==> config.mk <==
export PLATFORM = sky130hd
export DESIGN_NAME = sbac_core
export DESIGN_NICKNAME = d
export VERILOG_FILES = /design/src/sbac_pkg.sv /design/src/sbac_bank.sv /design/src/sbac_core.sv
export SDC_FILE = /design/constraint.sdc
export NUM_CORES = 1
export LEC_CHECK = 0
export BUFFER_PORTS_ARGS = -buffer_cell sky130_fd_sc_hd__buf_2
export CELL_PAD_IN_SITES_DETAIL_PLACEMENT = 1
export CELL_PAD_IN_SITES_GLOBAL_PLACEMENT = 1
export CORE_MARGIN = 1
export CORE_UTILIZATION = 32
export CTS_CLUSTER_SIZE = 8
export DETAILED_ROUTE_END_ITERATION = 8
export GPL_ROUTABILITY_DRIVEN = 0
export MAX_ROUTING_LAYER = met4
export PLACE_DENSITY = 0.71
export SLEW_MARGIN = 20
export SYNTH_ARGS = -nofsm -noshare
export SYNTH_HDL_FRONTEND = slang
export SYNTH_SLANG_ARGS = --single-unit
==> constraint.sdc <==
create_clock -name core_clk -period 2.95 [get_ports core_clk]
set_clock_uncertainty 0.1 [all_clocks]
set_input_delay 0.295 -clock core_clk [delete_from_list [all_inputs] [get_ports core_clk]]
set_output_delay 0.295 -clock core_clk [all_outputs]
set_load 0.1 [all_outputs]
==> src/sbac_pkg.sv <==
/*
 Package for the quad-bank synchronous DRAM access core: geometry, command
 codes, burst encodings and timing counts.
 Assumes a single 40 MHz core clock; no software-visible registers.
*/
package sbac_pkg;
    localparam int SBAC_BANKS = 4;
    localparam int SBAC_ROW_W = 12;
    localparam int SBAC_ROWS = 4096;
    localparam int SBAC_COL_W = 10;
    localparam int SBAC_BA_W = 2;
    localparam int SBAC_CMD_W = 4;
    // Column counts per organisation
    localparam int SBAC_COLS_X4 = 1024;
    localparam int SBAC_COLS_X8 = 512;
    localparam int SBAC_COLS_X16 = 256;
    // Command codes presented on cmd
    localparam logic [3:0] SBAC_CMD_NOP = 4'h0;
    localparam logic [3:0] SBAC_CMD_ACT = 4'h1;
    localparam logic [3:0] SBAC_CMD_RD = 4'h2;
    localparam logic [3:0] SBAC_CMD_WR = 4'h3;
    localparam logic [3:0] SBAC_CMD_PRE = 4'h4;
    localparam logic [3:0] SBAC_CMD_PREALL = 4'h5;
    localparam logic [3:0] SBAC_CMD_BST = 4'h6;
    localparam logic [3:0] SBAC_CMD_AREF = 4'h7;
    localparam logic [3:0] SBAC_CMD_SREF = 4'h8;
    localparam logic [3:0] SBAC_CMD_PDN = 4'h9;
    localparam logic [3:0] SBAC_CMD_EXIT = 4'hA;
    localparam logic [3:0] SBAC_CMD_MODE = 4'hB;
    // Mode field layout on the address bus
    localparam int SBAC_MODE_BL_LSB = 0;
    localparam int SBAC_MODE_BT_BIT = 3;
    localparam int SBAC_MODE_RL_LSB = 4;
    localparam int SBAC_AP_BIT = 10;
    localparam logic [2:0] SBAC_BL_1 = 3'h0;
    localparam logic [2:0] SBAC_BL_2 = 3'h1;
    localparam logic [2:0] SBAC_BL_4 = 3'h2;
    localparam logic [2:0] SBAC_BL_8 = 3'h3;
    localparam logic [2:0] SBAC_BL_PAGE = 3'h7;
    localparam logic [2:0] SBAC_RL_RESET = 3'h2;
    // Self-timed precharge time in ns and derived cycles (rounded up)
    localparam int SBAC_CLK_NS = 25;
    localparam int SBAC_TRP_NS = 20;
    localparam int SBAC_TRP_CYC = (SBAC_TRP_NS + SBAC_CLK_NS - 1) / SBAC_CLK_NS;
    localparam int SBAC_CNT_W = 4;
    typedef enum logic [1:0] {SBAC_BK_IDLE, SBAC_BK_OPEN, SBAC_BK_PRECH} sbac_bank_e;
    typedef enum logic [2:0] {SBAC_PW_RUN, SBAC_PW_SREF, SBAC_PW_SREF_LP,
        SBAC_PW_PDN} sbac_power_e;
endpackage

==> src/sbac_bank.sv <==
/*
 One bank tracker: open row, pending auto precharge, self-timed precharge.
 Assumes commands are already decoded and qualified for this bank.
*/
`timescale 1ns/1ps
module sbac_bank
    import sbac_pkg::*;
(
    input wire logic core_clk,
    input wire logic rst,
    input wire logic do_act,
    input wire logic do_pre,
    input wire logic do_ap_arm,
    input wire logic burst_end,
    input wire logic [SBAC_ROW_W-1:0] row_in,
    output logic row_open,
    output logic [SBAC_ROW_W-1:0] open_row,
    output logic prech_busy
);
    sbac_bank_e state;
    logic ap_pending;
    logic [SBAC_CNT_W-1:0] cnt;

    always_ff @(posedge core_clk)
    begin
        if (rst)
            ap_pending <= 1'b0;
        else if (do_ap_arm)
            ap_pending <= 1'b1;
        else if (burst_end || do_pre)
            ap_pending <= 1'b0;
    end

    // Precharge runs on its own counter, independent of other banks
    always_ff @(posedge core_clk)
    begin
        if (rst)
        begin
            state <= SBAC_BK_IDLE;
            cnt <= '0;
            open_row <= '0;
        end
        else
        begin
            case (state)
                SBAC_BK_IDLE:
                    if (do_act)
                    begin
                        state <= SBAC_BK_OPEN;
                        open_row <= row_in;
                    end
                SBAC_BK_OPEN:
                    if (do_pre || (ap_pending && burst_end))
                    begin
                        state <= SBAC_BK_PRECH;
                        cnt <= SBAC_CNT_W'(SBAC_TRP_CYC);
                    end
                default:
                    if (cnt <= SBAC_CNT_W'(1))
                        state <= SBAC_BK_IDLE;
                    else
                        cnt <= cnt - SBAC_CNT_W'(1);
            endcase
        end
    end

    assign row_open = (state == SBAC_BK_OPEN);
    assign prech_busy = (state == SBAC_BK_PRECH);
endmodule

==> src/sbac_core.sv <==
/*
 Command and address core of a quad-bank synchronous DRAM: bank/row
 activation, programmable bursts with internal column generation, burst
 terminate, auto precharge, refresh and power modes.
 Assumes an external controller issuing one decoded command per clock.
*/
`timescale 1ns/1ps

module sbac_core
    import sbac_pkg::*;
#(
    parameter int COL_BITS = 10
)
(
    input wire logic core_clk,
    input wire logic rst,
    input wire logic [SBAC_CMD_W-1:0] cmd,
    input wire logic bank_select_low,
    input wire logic bank_select_high,
    input wire logic [SBAC_ROW_W-1:0] row_column_address_bus,
    input wire logic low_power_sref,
    output logic burst_active,
    output logic burst_is_write,
    output logic [SBAC_BA_W-1:0] burst_bank,
    output logic [SBAC_ROW_W-1:0] burst_row,
    output logic [COL_BITS-1:0] burst_col,
    output logic [2:0] read_latency_cycles,
    output logic [SBAC_BANKS-1:0] bank_open,
    output logic [SBAC_BANKS-1:0] bank_precharging,
    output logic refresh_pulse,
    output logic [SBAC_ROW_W-1:0] refresh_row,
    output logic self_refresh,
    output logic power_down,
    output logic cmd_error
);
    logic [SBAC_BA_W-1:0] bank_in;
    logic [SBAC_BANKS-1:0] do_act;
    logic [SBAC_BANKS-1:0] do_pre;
    logic [SBAC_BANKS-1:0] do_ap_arm;
    logic [SBAC_BANKS-1:0] bk_end;
    logic [SBAC_BANKS-1:0][SBAC_ROW_W-1:0] bk_row;
    logic [2:0] burst_len;
    logic burst_interleave;
    logic [COL_BITS-1:0] start_col;
    logic [COL_BITS-1:0] beat;
    logic [COL_BITS-1:0] beats_left;
    logic [COL_BITS-1:0] next_beats;
    logic [COL_BITS-1:0] len_mask;
    logic is_col;
    logic col_ok;
    logic running;
    logic last_beat;
    sbac_power_e pstate;

    assign bank_in = {bank_select_high, bank_select_low};
    assign running = (pstate == SBAC_PW_RUN);
    assign is_col = running && (cmd == SBAC_CMD_RD || cmd == SBAC_CMD_WR);
    assign col_ok = is_col && bank_open[bank_in];

    ////////////////////////////////////////////////////////////////////////
    // Burst length decode
    always_comb
    begin
        case (burst_len)
            SBAC_BL_1: next_beats = COL_BITS'(1);
            SBAC_BL_2: next_beats = COL_BITS'(2);
            SBAC_BL_4: next_beats = COL_BITS'(4);
            SBAC_BL_8: next_beats = COL_BITS'(8);
            default: next_beats = '0; // Full row: wraps until terminated
        endcase
        len_mask = next_beats - COL_BITS'(1);
    end

    // Bursts wrap inside a block of their own length
    always_comb
    begin
        if (burst_len == SBAC_BL_PAGE)
            burst_col = start_col + beat;
        else if (burst_interleave)
            burst_col = (start_col & ~len_mask) | ((start_col ^ beat) & len_mask);
        else
            burst_col = (start_col & ~len_mask) | ((start_col + beat) & len_mask);
    end

    // A full-row burst never drains by count; only terminate or a new column ends it
    assign last_beat = burst_active && next_beats != '0 && beats_left == COL_BITS'(1);

    ////////////////////////////////////////////////////////////////////////
    // Mode configuration
    always_ff @(posedge core_clk)
    begin
        if (rst)
        begin
            burst_len <= SBAC_BL_1;
            burst_interleave <= 1'b0;
            read_latency_cycles <= SBAC_RL_RESET;
        end
        else if (running && cmd == SBAC_CMD_MODE && !burst_active)
        begin
            burst_len <= row_column_address_bus[SBAC_MODE_BL_LSB +: 3];
            burst_interleave <= row_column_address_bus[SBAC_MODE_BT_BIT];
            read_latency_cycles <= row_column_address_bus[SBAC_MODE_RL_LSB +: 3];
        end
    end

    ////////////////////////////////////////////////////////////////////////
    // Burst engine; a new column command restarts it at once
    always_ff @(posedge core_clk)
    begin
        if (rst)
        begin
            burst_active <= 1'b0;
            burst_is_write <= 1'b0;
            burst_bank <= '0;
            burst_row <= '0;
            start_col <= '0;
            beat <= '0;
            beats_left <= '0;
        end
        else if (col_ok)
        begin
            burst_active <= 1'b1;
            burst_is_write <= (cmd == SBAC_CMD_WR);
            burst_bank <= bank_in;
            burst_row <= bk_row[bank_in];
            start_col <= row_column_address_bus[COL_BITS-1:0];
            beat <= '0;
            beats_left <= next_beats;
        end
        else if (burst_active && (cmd == SBAC_CMD_BST || last_beat))
            burst_active <= 1'b0;
        else if (burst_active)
        begin
            beat <= beat + COL_BITS'(1);
            beats_left <= beats_left - COL_BITS'(1);
        end
    end

    ////////////////////////////////////////////////////////////////////////
    // Per-bank command qualification and trackers
    genvar gi;
    generate
        for (gi = 0; gi < SBAC_BANKS; gi++)
        begin : g_bank
            assign do_act[gi] = running && cmd == SBAC_CMD_ACT && bank_in == SBAC_BA_W'(gi)
                && !bank_open[gi] && !bank_precharging[gi];
            // Precharge-all reaches every bank; an idle tracker simply ignores it
            assign do_pre[gi] = running && (cmd == SBAC_CMD_PREALL
                || (cmd == SBAC_CMD_PRE && bank_in == SBAC_BA_W'(gi)));
            assign do_ap_arm[gi] = col_ok && bank_in == SBAC_BA_W'(gi)
                && row_column_address_bus[SBAC_AP_BIT];
            // Ends when the burst drains, is cut short, or is replaced by any new column command to an open bank, this one or another
            assign bk_end[gi] = burst_active && burst_bank == SBAC_BA_W'(gi)
                && (last_beat || cmd == SBAC_CMD_BST || col_ok);
            sbac_bank u_bank
            (
                .core_clk(core_clk),
                .rst(rst),
                .do_act(do_act[gi]),
                .do_pre(do_pre[gi]),
                .do_ap_arm(do_ap_arm[gi]),
                .burst_end(bk_end[gi]),
                .row_in(row_column_address_bus),
                .row_open(bank_open[gi]),
                .open_row(bk_row[gi]),
                .prech_busy(bank_precharging[gi])
            );
        end
    endgenerate

    ////////////////////////////////////////////////////////////////////////
    // Refresh row counter and power modes
    always_ff @(posedge core_clk)
    begin
        if (rst)
        begin
            refresh_pulse <= 1'b0;
            refresh_row <= '0;
        end
        else
        begin
            // Only legal with every bank idle; the controller keeps the rate
            refresh_pulse <= running && cmd == SBAC_CMD_AREF
                && bank_open == '0 && bank_precharging == '0;
            if (running && cmd == SBAC_CMD_AREF && bank_open == '0 && bank_precharging == '0)
                refresh_row <= refresh_row + SBAC_ROW_W'(1);
        end
    end

    always_ff @(posedge core_clk)
    begin
        if (rst)
            pstate <= SBAC_PW_RUN;
        else
        begin
            case (pstate)
                SBAC_PW_RUN:
                    if (cmd == SBAC_CMD_SREF && bank_open == '0 && !burst_active)
                        pstate <= low_power_sref ? SBAC_PW_SREF_LP : SBAC_PW_SREF;
                    else if (cmd == SBAC_CMD_PDN && !burst_active)
                        pstate <= SBAC_PW_PDN;
                default:
                    if (cmd == SBAC_CMD_EXIT)
                        pstate <= SBAC_PW_RUN;
            endcase
        end
    end

    assign self_refresh = (pstate == SBAC_PW_SREF) || (pstate == SBAC_PW_SREF_LP);
    assign power_down = (pstate == SBAC_PW_PDN);

    // Flags a column command to a closed bank or an activate on a busy one
    always_ff @(posedge core_clk)
    begin
        if (rst)
            cmd_error <= 1'b0;
        else
            cmd_error <= (is_col && !col_ok) || (running && cmd == SBAC_CMD_ACT
                && (bank_open[bank_in] || bank_precharging[bank_in]));
    end
endmodule

## Word level (Yosys, flattened, before mapping)

Cells that the tools add are included.

- Register bits after elaboration: 146
- Output and inout bits: 53
- Logic and storage cells: 280

- $add $sub $neg: 9
- Order comparisons: 5
- Eq/ne operators: 47
- Multiplexer cells: 55
- Bitwise operators: 12
- Reductions and logical operators: 122

Operator list:

| operator | count |
|---|---|
| logical AND 1 bit | 56 |
| 2-to-1 mux 10 bit | 5 |
| 2-to-1 mux 4 bit | 8 |
| one-hot mux 4 bit (2 select lines) | 4 |
| AND 10 bit | 3 |
| 2-to-1 mux 2 bit | 13 |
| binary-select mux 12 bit (select 2 bit) | 1 |
| AND reduction 3 bit | 8 |
| OR 10 bit | 2 |
| subtractor 10 x 1 -> 10 bit (second input constant) | 2 |
| logical OR 1 bit | 18 |
| == test 2 bit (second input constant) | 8 |
| == test 4 x 3 -> 1 bit (second input constant) | 4 |
| == test 4 bit (second input constant) | 4 |
| less-or-equal comparator 4 x 1 -> 1 bit (second input constant) | 4 |
| != test 2 x 1 -> 1 bit (second input constant) | 8 |
| one-hot mux 2 bit (2 select lines) | 4 |
| one-hot mux 4 bit (4 select lines) | 1 |
| subtractor 4 x 1 -> 4 bit (second input constant) | 4 |
| AND reduction 2 bit | 7 |
| nonzero test 2 bit | 7 |
| adder 12 x 1 -> 12 bit (second input constant) | 1 |
| == test 2 x 1 -> 1 bit (second input constant) | 6 |
| == test 3 x 2 -> 1 bit (second input constant) | 4 |
| other kinds (24) | 68 |

## Depth between registers and ports, before layout

Gate-level depths: netlist (run 1).

- Word-level depth: 12
- Gate-level depth with buffers: 10
- Depth with buffers taken out: 9

## Cells and area by module

A second synthesis (run 1) with hierarchy kept.

- Cells, all modules: 892
- Area total of the unflattened synthesis: 7378.3 um^2

Modules (own cells, without submodules):

| module | times used | cells each | area each (um^2) | seq. area each (um^2) |
|---|---|---|---|---|
| sbac_core | 1 | 528 | 4310.4 | 1381.3 |
| sbac_bank | 4 | 91 | 767.0 | 380.4 |

## Worst setup path before layout (run 1)

OpenSTA, ideal clock, no wires.

- Path type: register to output
- Start point: register beat[0]
- End point: output port burst_col[6]
- Data arrival time: 3.914 ns
- Data required time: 2.555 ns
- Slack: -1.359 ns
- Cell stages (with the launch flop): 10
- Cells stage by stage: dfxtp_1 > ha_1 > inv_1 > fa_1 > nor2b_1 > o21ai_0 > a21boi_0 > o21a_1 > nor4_1 > a211oi_1

- Cells in the longest elaborated chain, start to end: 5

Ends and longest elaborated chain:

| what | line | text |
|---|---|---|
| from (decl) | sbac_core.sv:45 | `logic [COL_BITS-1:0] beat;` |
| from (signal assigned) | sbac_core.sv:134 | `beat <= beat + COL_BITS'(1);` |
| adder 10 bit * | sbac_core.sv:78, sbac_core.sv:82 |  |
| AND 10 bit | sbac_core.sv:82 | `burst_col = (start_col & ~len_mask) \| ((start_col + beat) & len_mask);` |
| OR 10 bit | sbac_core.sv:82 |  |
| 2-to-1 mux 10 bit | sbac_core.sv:79 | `else if (burst_interleave)` |
| 2-to-1 mux 10 bit * | sbac_core.sv:77 | `if (burst_len == SBAC_BL_PAGE)` |
| to (decl) | sbac_core.sv:26 | `output logic [COL_BITS-1:0] burst_col,` |

Mark *: on every way between the ends. The rest lies on a longest branch, timed or not.

## Final worst setup path (run 1)

Ends and elaborated chain as after synthesis.

==> results of run 1 <==
[cells in the final DEF (no fill, tap or decap), types with 17 or more instances in the layout]
master and instances:
xnor2_1 17, dfxtp_1 138, nor3_1 17, mux2i_1 53, nor2_1 112, buf_2 64, clkbuf_16 17, ha_1 24
inv_1 30, a21oi_1 58, o21ai_0 18, buf_4 27, nand2_1 93
[registers in the layout (all words and copies together), names as in the netlist, 4 cells and up]
name	cells
g_bank.u_bank.open_row	48
g_bank.u_bank.cnt	16
beat	10
start_col	10
beats_left	10
burst_row	12
g_bank.u_bank.ap_pending	4
g_bank.u_bank.state	8
refresh_row	12
[what timing repair did]
| item | 4_1_cts | 5_1_grt |
|---|---|---|
| resized for setup | 15 | 15 |
| pin swaps | 3 | 3 |
| setup endpoints to repair | 7 | 7 |
| gates cloned | 0 | 0 |
| buffers inserted | 1 | 2 |
[critical path, cell delays in order (launching register included)]
cell      delay (ns)
dfxtp_4         0.37
ha_4            0.17
inv_1           0.08
fa_2            0.23
nor2b_4         0.05
o21ai_2         0.18
a21boi_2        0.11
o21a_1          0.19
o211a_1         0.24
a211oi_4        0.25
buf_12          0.21
[metal layers]
metal	vias to the layer above	GRT usage	wire (µm)
met5	-	-	0
met4	0	0.0665	467
met3	34	0.0401	783
met2	120	0.310	10200
met1	3107	0.226	9580
li1	3098	-	-
[layout make-up]
class                   instances  area [µm²]  area share
multi-input cells             615        4280       0.480
flip-flops and latches        145        2920       0.327
repair buffers                 99         671      0.0752
clock buffers                  20         447      0.0501
well taps                     285         357      0.0400
clock inverters                10         138      0.0154
inverters                      30         113      0.0126
diodes                          1        2.50    0.000280
[worst paths after layout]
| path | end | slack, ns | cells past startpoint |
|---|---|---|---|
| setup reg to reg | g_bank[0].u_bank.open_row[11] | 0.24 | 8 |
| hold reg to reg | burst_row[5] | 0.35 | 2 |
| setup / recovery | burst_col[6] | 0.05 | 10 |
| hold / removal | start_col[5] | 0.06 | 3 |
[cell families after synthesis]
kind of cell / count (synthesis) / share of synthesized area
simple gates: 324 / 0.209
buf+inv: 85 / 0.0500
mux: 68 / 0.116
flops: 145 / 0.391
xor+xnor: 26 / 0.0307
compound gates: 170 / 0.157
fa+ha+maj: 27 / 0.0465
[power breakdown]
group / total (mW) / internal, mW / switching [mW] / leakage, nW
Sequential: 1.98 / 1.97 / 0.0127 / 1.17
Combinational: 0.328 / 0.104 / 0.223 / 2.33
Clock: 2.18 / 1.34 / 0.844 / 0.282
Total: 4.50 / 3.42 / 1.08 / 3.79
==> flow_summary.yaml, run 1 <==
clocking:
  cts_max_level: 4
  clk_latency_ns: 0.43
  cts_tree: "yes"
  cts_hold_buf: 0
  cts_buffer_depth: 2
  clockRootBuffer: "clkbuf_16"
  clk_pin_slew_ns: 0.07
  numCtsBuffers: 17
  clkSinkCount: 145
floorplan:
  die_area_um2: 23800
  ios: 74
  dieWidth_um: 154
  start_util: 0.327
  rows: 55
  die_y_um: 154
  coreArea_um2: 22700
worst_setup_path:
  reg2reg_from: "pstate[1]"
  required_ns: 2.56
  cp-start-kind: "register"
  worstPathArrival_ns: 2.50
  criticalPathCategory: "reg -> out"
  endpoint_kind: "primary output"
  cp_max_fo: 4
  startpoint: "beat[0]"
layout:
  post-route-cell-area_um2: 8920
  nNetsFinal: 956
  fin_util: 0.393
  drive_gt1_frac: 0.203
  nFillCells: 2691
  synthToLayoutAreaGrowth_pct: 20.2
  final_cells: 1205
global_routing:
  antenna_found_initial: 1
  grt_max_degree: 88
  grt_pass1_vias: 6530
  grt_pass1_wl_um: 34500
  grtUsageTotal: 0.188
  overflow: 0
hold_path:
  hp-start: "row_column_address_bus[5]"
  hp-class: "in -> reg"
timing:
  tns_ns: 0
  finalCritPeriodShare: 0.983
  slew_headroom: 0.383
  setup_viol: 0
  hold_viol: 0
  hold_slack_ns: 0.0631
  rsz0062_at_grt: "true"
  fin_crit_ns: 2.90
  slew_viol_final: 0
  max_freq_mhz: 345
  tightest_slew_ns: 0.925
  layout_setup_ws_ns: 0.0511
place:
  preCtsSetupSlack_ns: 0.142
  dp_hpwl_um: 14400
  dp.cells: 1171
  numPortBuffers: 73
  placed_area_um2: 8220
synthesis:
  dominantRegCellSynth: "dfxtp_1"
  syn_area_um2: 7430
  synth_top_area_cell: "dfxtp_1"
  post-synth-top-count-cell: "dfxtp_1"
  synth_edf_count: 0
  syn_avg_cell_area_um2: 8.79
  synth_top_area_frac: 0.391
  yosys_warnings: 0
  synthesis.nets: 893
  synth_cell_types: 71
  ys_ff_latch: 145
  synth.top_cells.by_count: "dfxtp_1, nor2_1, nand2_1"
  syn_inst: 845
  async_flop_share: 0
  yosysSeqAreaShare: 0.391
  synthTopCellsByArea: "dfxtp_1, mux2i_1, nor2_1"
routing:
  ant_nets: 0
  first_pass_iters: 5
  drt_iter0_markers: 304
  vias: 6359
  wl_per_cell_um: 17.5
  drc: 0
  wl_um: 21000
  via_per_inst: 5.28
outcome:
  outcome: "complete, no violations"
pwr:
  finalPower_mw: 4.50
  power.density_nw_per_um2: 504
  ir_drop_mv: 0.424
  p_leak_nw: 3.79
run:
  maxCapViolCount: 0
No activity file was read; power rests on OpenSTA's default activity.
==> inputs of run 2 (changes only) <==
--- a/config.mk
+++ b/config.mk
@@ -15,6 +15,7 @@
 export GPL_ROUTABILITY_DRIVEN = 0
 export MAX_ROUTING_LAYER = met4
 export PLACE_DENSITY = 0.71
+export RECOVER_POWER = 50
 export SLEW_MARGIN = 20
 export SYNTH_ARGS = -nofsm -noshare
 export SYNTH_HDL_FRONTEND = slang
==> run 2 against run 1 <==
Clock power hardly changed. First-iteration DRC count is 2.3% lower. Largest power group unchanged. Final area is 0.93% lower. Clock-buffer cell count stayed put. Wire length is 0.15% lower. Worst hold slack better by 0.00060 ns. Highest routed layer unchanged.
==> flow_summary.yaml, run 2 (same netlist as run 1, synthesis figures left out) <==
timing:
  max_freq_mhz: 345
  slew_headroom: 0.173
  finalCritPeriodShare: 0.983
  rsz0062_at_grt: "true"
  setup_viol: 0
  tightest_slew_ns: 1.25
  fin_crit_ns: 2.90
  tns_ns: 0
  hold_viol: 0
  layout_setup_ws_ns: 0.0508
  slew_viol_final: 0
clocking:
  numCtsBuffers: 17
  cts_max_level: 4
  cts_hold_buf: 0
  clkSinkCount: 145
  clockRootBuffer: "clkbuf_16"
  clk_latency_ns: 0.43
  cts_tree: "yes"
  clk_pin_slew_ns: 0.07
  cts_buffer_depth: 2
routing:
  first_pass_iters: 4
  via_per_inst: 5.29
  drc: 0
  vias: 6370
  ant_nets: 0
  wl_um: 21000
  wl_per_cell_um: 17.4
  drt_iter0_markers: 297
layout:
  layout_commonest_cell: "dfxtp_1"
  nNetsFinal: 956
  fin_util: 0.389
  largest-register: "g_bank.u_bank.open_row"
  largest_reg_flops: 48
  largest_registers: "g_bank.u_bank.open_row (48), g_bank.u_bank.cnt (16)"
  final_cell_mix: "dfxtp_1, nor2_1, nand2_1"
  drive_gt1_frac: 0.152
  post-route-cell-area_um2: 8840
  synthToLayoutAreaGrowth_pct: 19.0
pwr:
  p_comb_frac: 0.072
  switchingPower_mw: 1.08
  swShare: 0.241
  finalPower_mw: 4.49
  power.density_nw_per_um2: 508
  p_leak_nw: 3.59
  p_int_mw: 3.41
  seq_power_share: 0.442
  pwr-share-clk: 0.486
  ir_drop_mv: 0.424
hold_path:
  hp-start: "row_column_address_bus[5]"
  hp-class: "in -> reg"
worst_setup_path:
  startpoint: "beat[0]"
  worstPathArrival_ns: 2.50
  endpoint_kind: "primary output"
  required_ns: 2.56
  rrSetupSlack_ns: 0.17
  reg2reg_from: "pstate[1]"
  criticalPathCategory: "reg -> out"
  cp-start-kind: "register"
  crit_end: "burst_col[6]"
  cp_max_fo: 4
  r2r_end: "g_bank[2].u_bank.cnt[0]"
  rr_worst_depth: 8
global_routing:
  overflow: 0
  met2_usage: 0.310
  grtUsageTotal: 0.188
  busiest_layer: "met2"
  grt_max_degree: 88
  antenna_found_initial: 1
  grt_pass1_vias: 6530
  grt_pass1_wl_um: 34500
  met1_usage: 0.226
  use_met3: 0.0401
floorplan:
  dieWidth_um: 154
  coreArea_um2: 22700
  ios: 74
  start_util: 0.327
  die_area_um2: 23800
  die_y_um: 154
  rows: 55
place:
  numPortBuffers: 73
  dp_hpwl_um: 14400
  placed_area_um2: 8220
  preCtsSetupSlack_ns: 0.142
outcome:
  outcome: "complete, no violations"
run:
  maxCapViolCount: 0
run 2: cell count changes in the layout (fill, tap and decap cells not counted), sizes merged:
cell | previous run | this run
buf | 98 | 49
clkbuf | 21 | 70
run 2: repair_timing:
action	CTS	global route
gates cloned	0	0
buffers inserted	1	2
pin swaps	3	3
resized for setup	15	15
endpoints found under the setup margin	7	7
run 2: worst min path at each step:
stage,end,slack (ns),cells past startpoint
after floorplan,start_col[0],0.33,2
after global placement,burst_row[5],0.34,2
after detailed placement,burst_row[11],0.35,2
after CTS,start_col[5],0.04,3
after global routing,start_col[7],0.07,3
final,start_col[5],0.06,3
run 2: power by group through the flow:
stage | Combinational (mW) | Sequential [mW] | Clock, mW
detailed placement | 0.323 | 2.03 | 0
floorplan | 0.210 | 2.04 | 0
global placement | 0.319 | 2.03 | 0
CTS | 0.327 | 1.99 | 2.23
global route | 0.350 | 1.99 | 2.31
finish | 0.326 | 1.99 | 2.18
run 2: metal layers:
layer,up-vias,wire (µm)
li1,3108,-
met1,3130,9720
met2,99,10200
met3,33,648
met4,0,458
met5,-,0
run 2: layout make-up:
| class | instances | area (µm²) |
|---|---|---|
| diodes | 1 | 2.50 |
| clock buffers | 20 | 447 |
| clock inverters | 10 | 138 |
| fillers | 2702 | 13900 |
| inverters | 30 | 113 |
| multi-input cells | 615 | 4260 |
| flip-flops and latches | 145 | 2920 |
| well taps | 285 | 357 |
| repair buffers | 99 | 603 |
run 2: critical path: stages (launching register included):
cell and delay (ns):
dfxtp_4 0.37, ha_4 0.17, inv_1 0.08, fa_2 0.23, nor2b_4 0.05, o21ai_2 0.18
a21boi_2 0.11, o21a_1 0.19, o211a_1 0.24, a211oi_4 0.25, buf_12 0.21
run 2: per-stage QoR:
| step | hold slack, ns | std cells |
|---|---|---|
| CTS | 0.0435 | 1202 |
| floorplan | 0.331 | 845 |
| finish | 0.0637 | 1205 |
| global placement | 0.345 | 1171 |
| detailed placement | 0.345 | 1171 |
| global route | 0.0735 | 1205 |
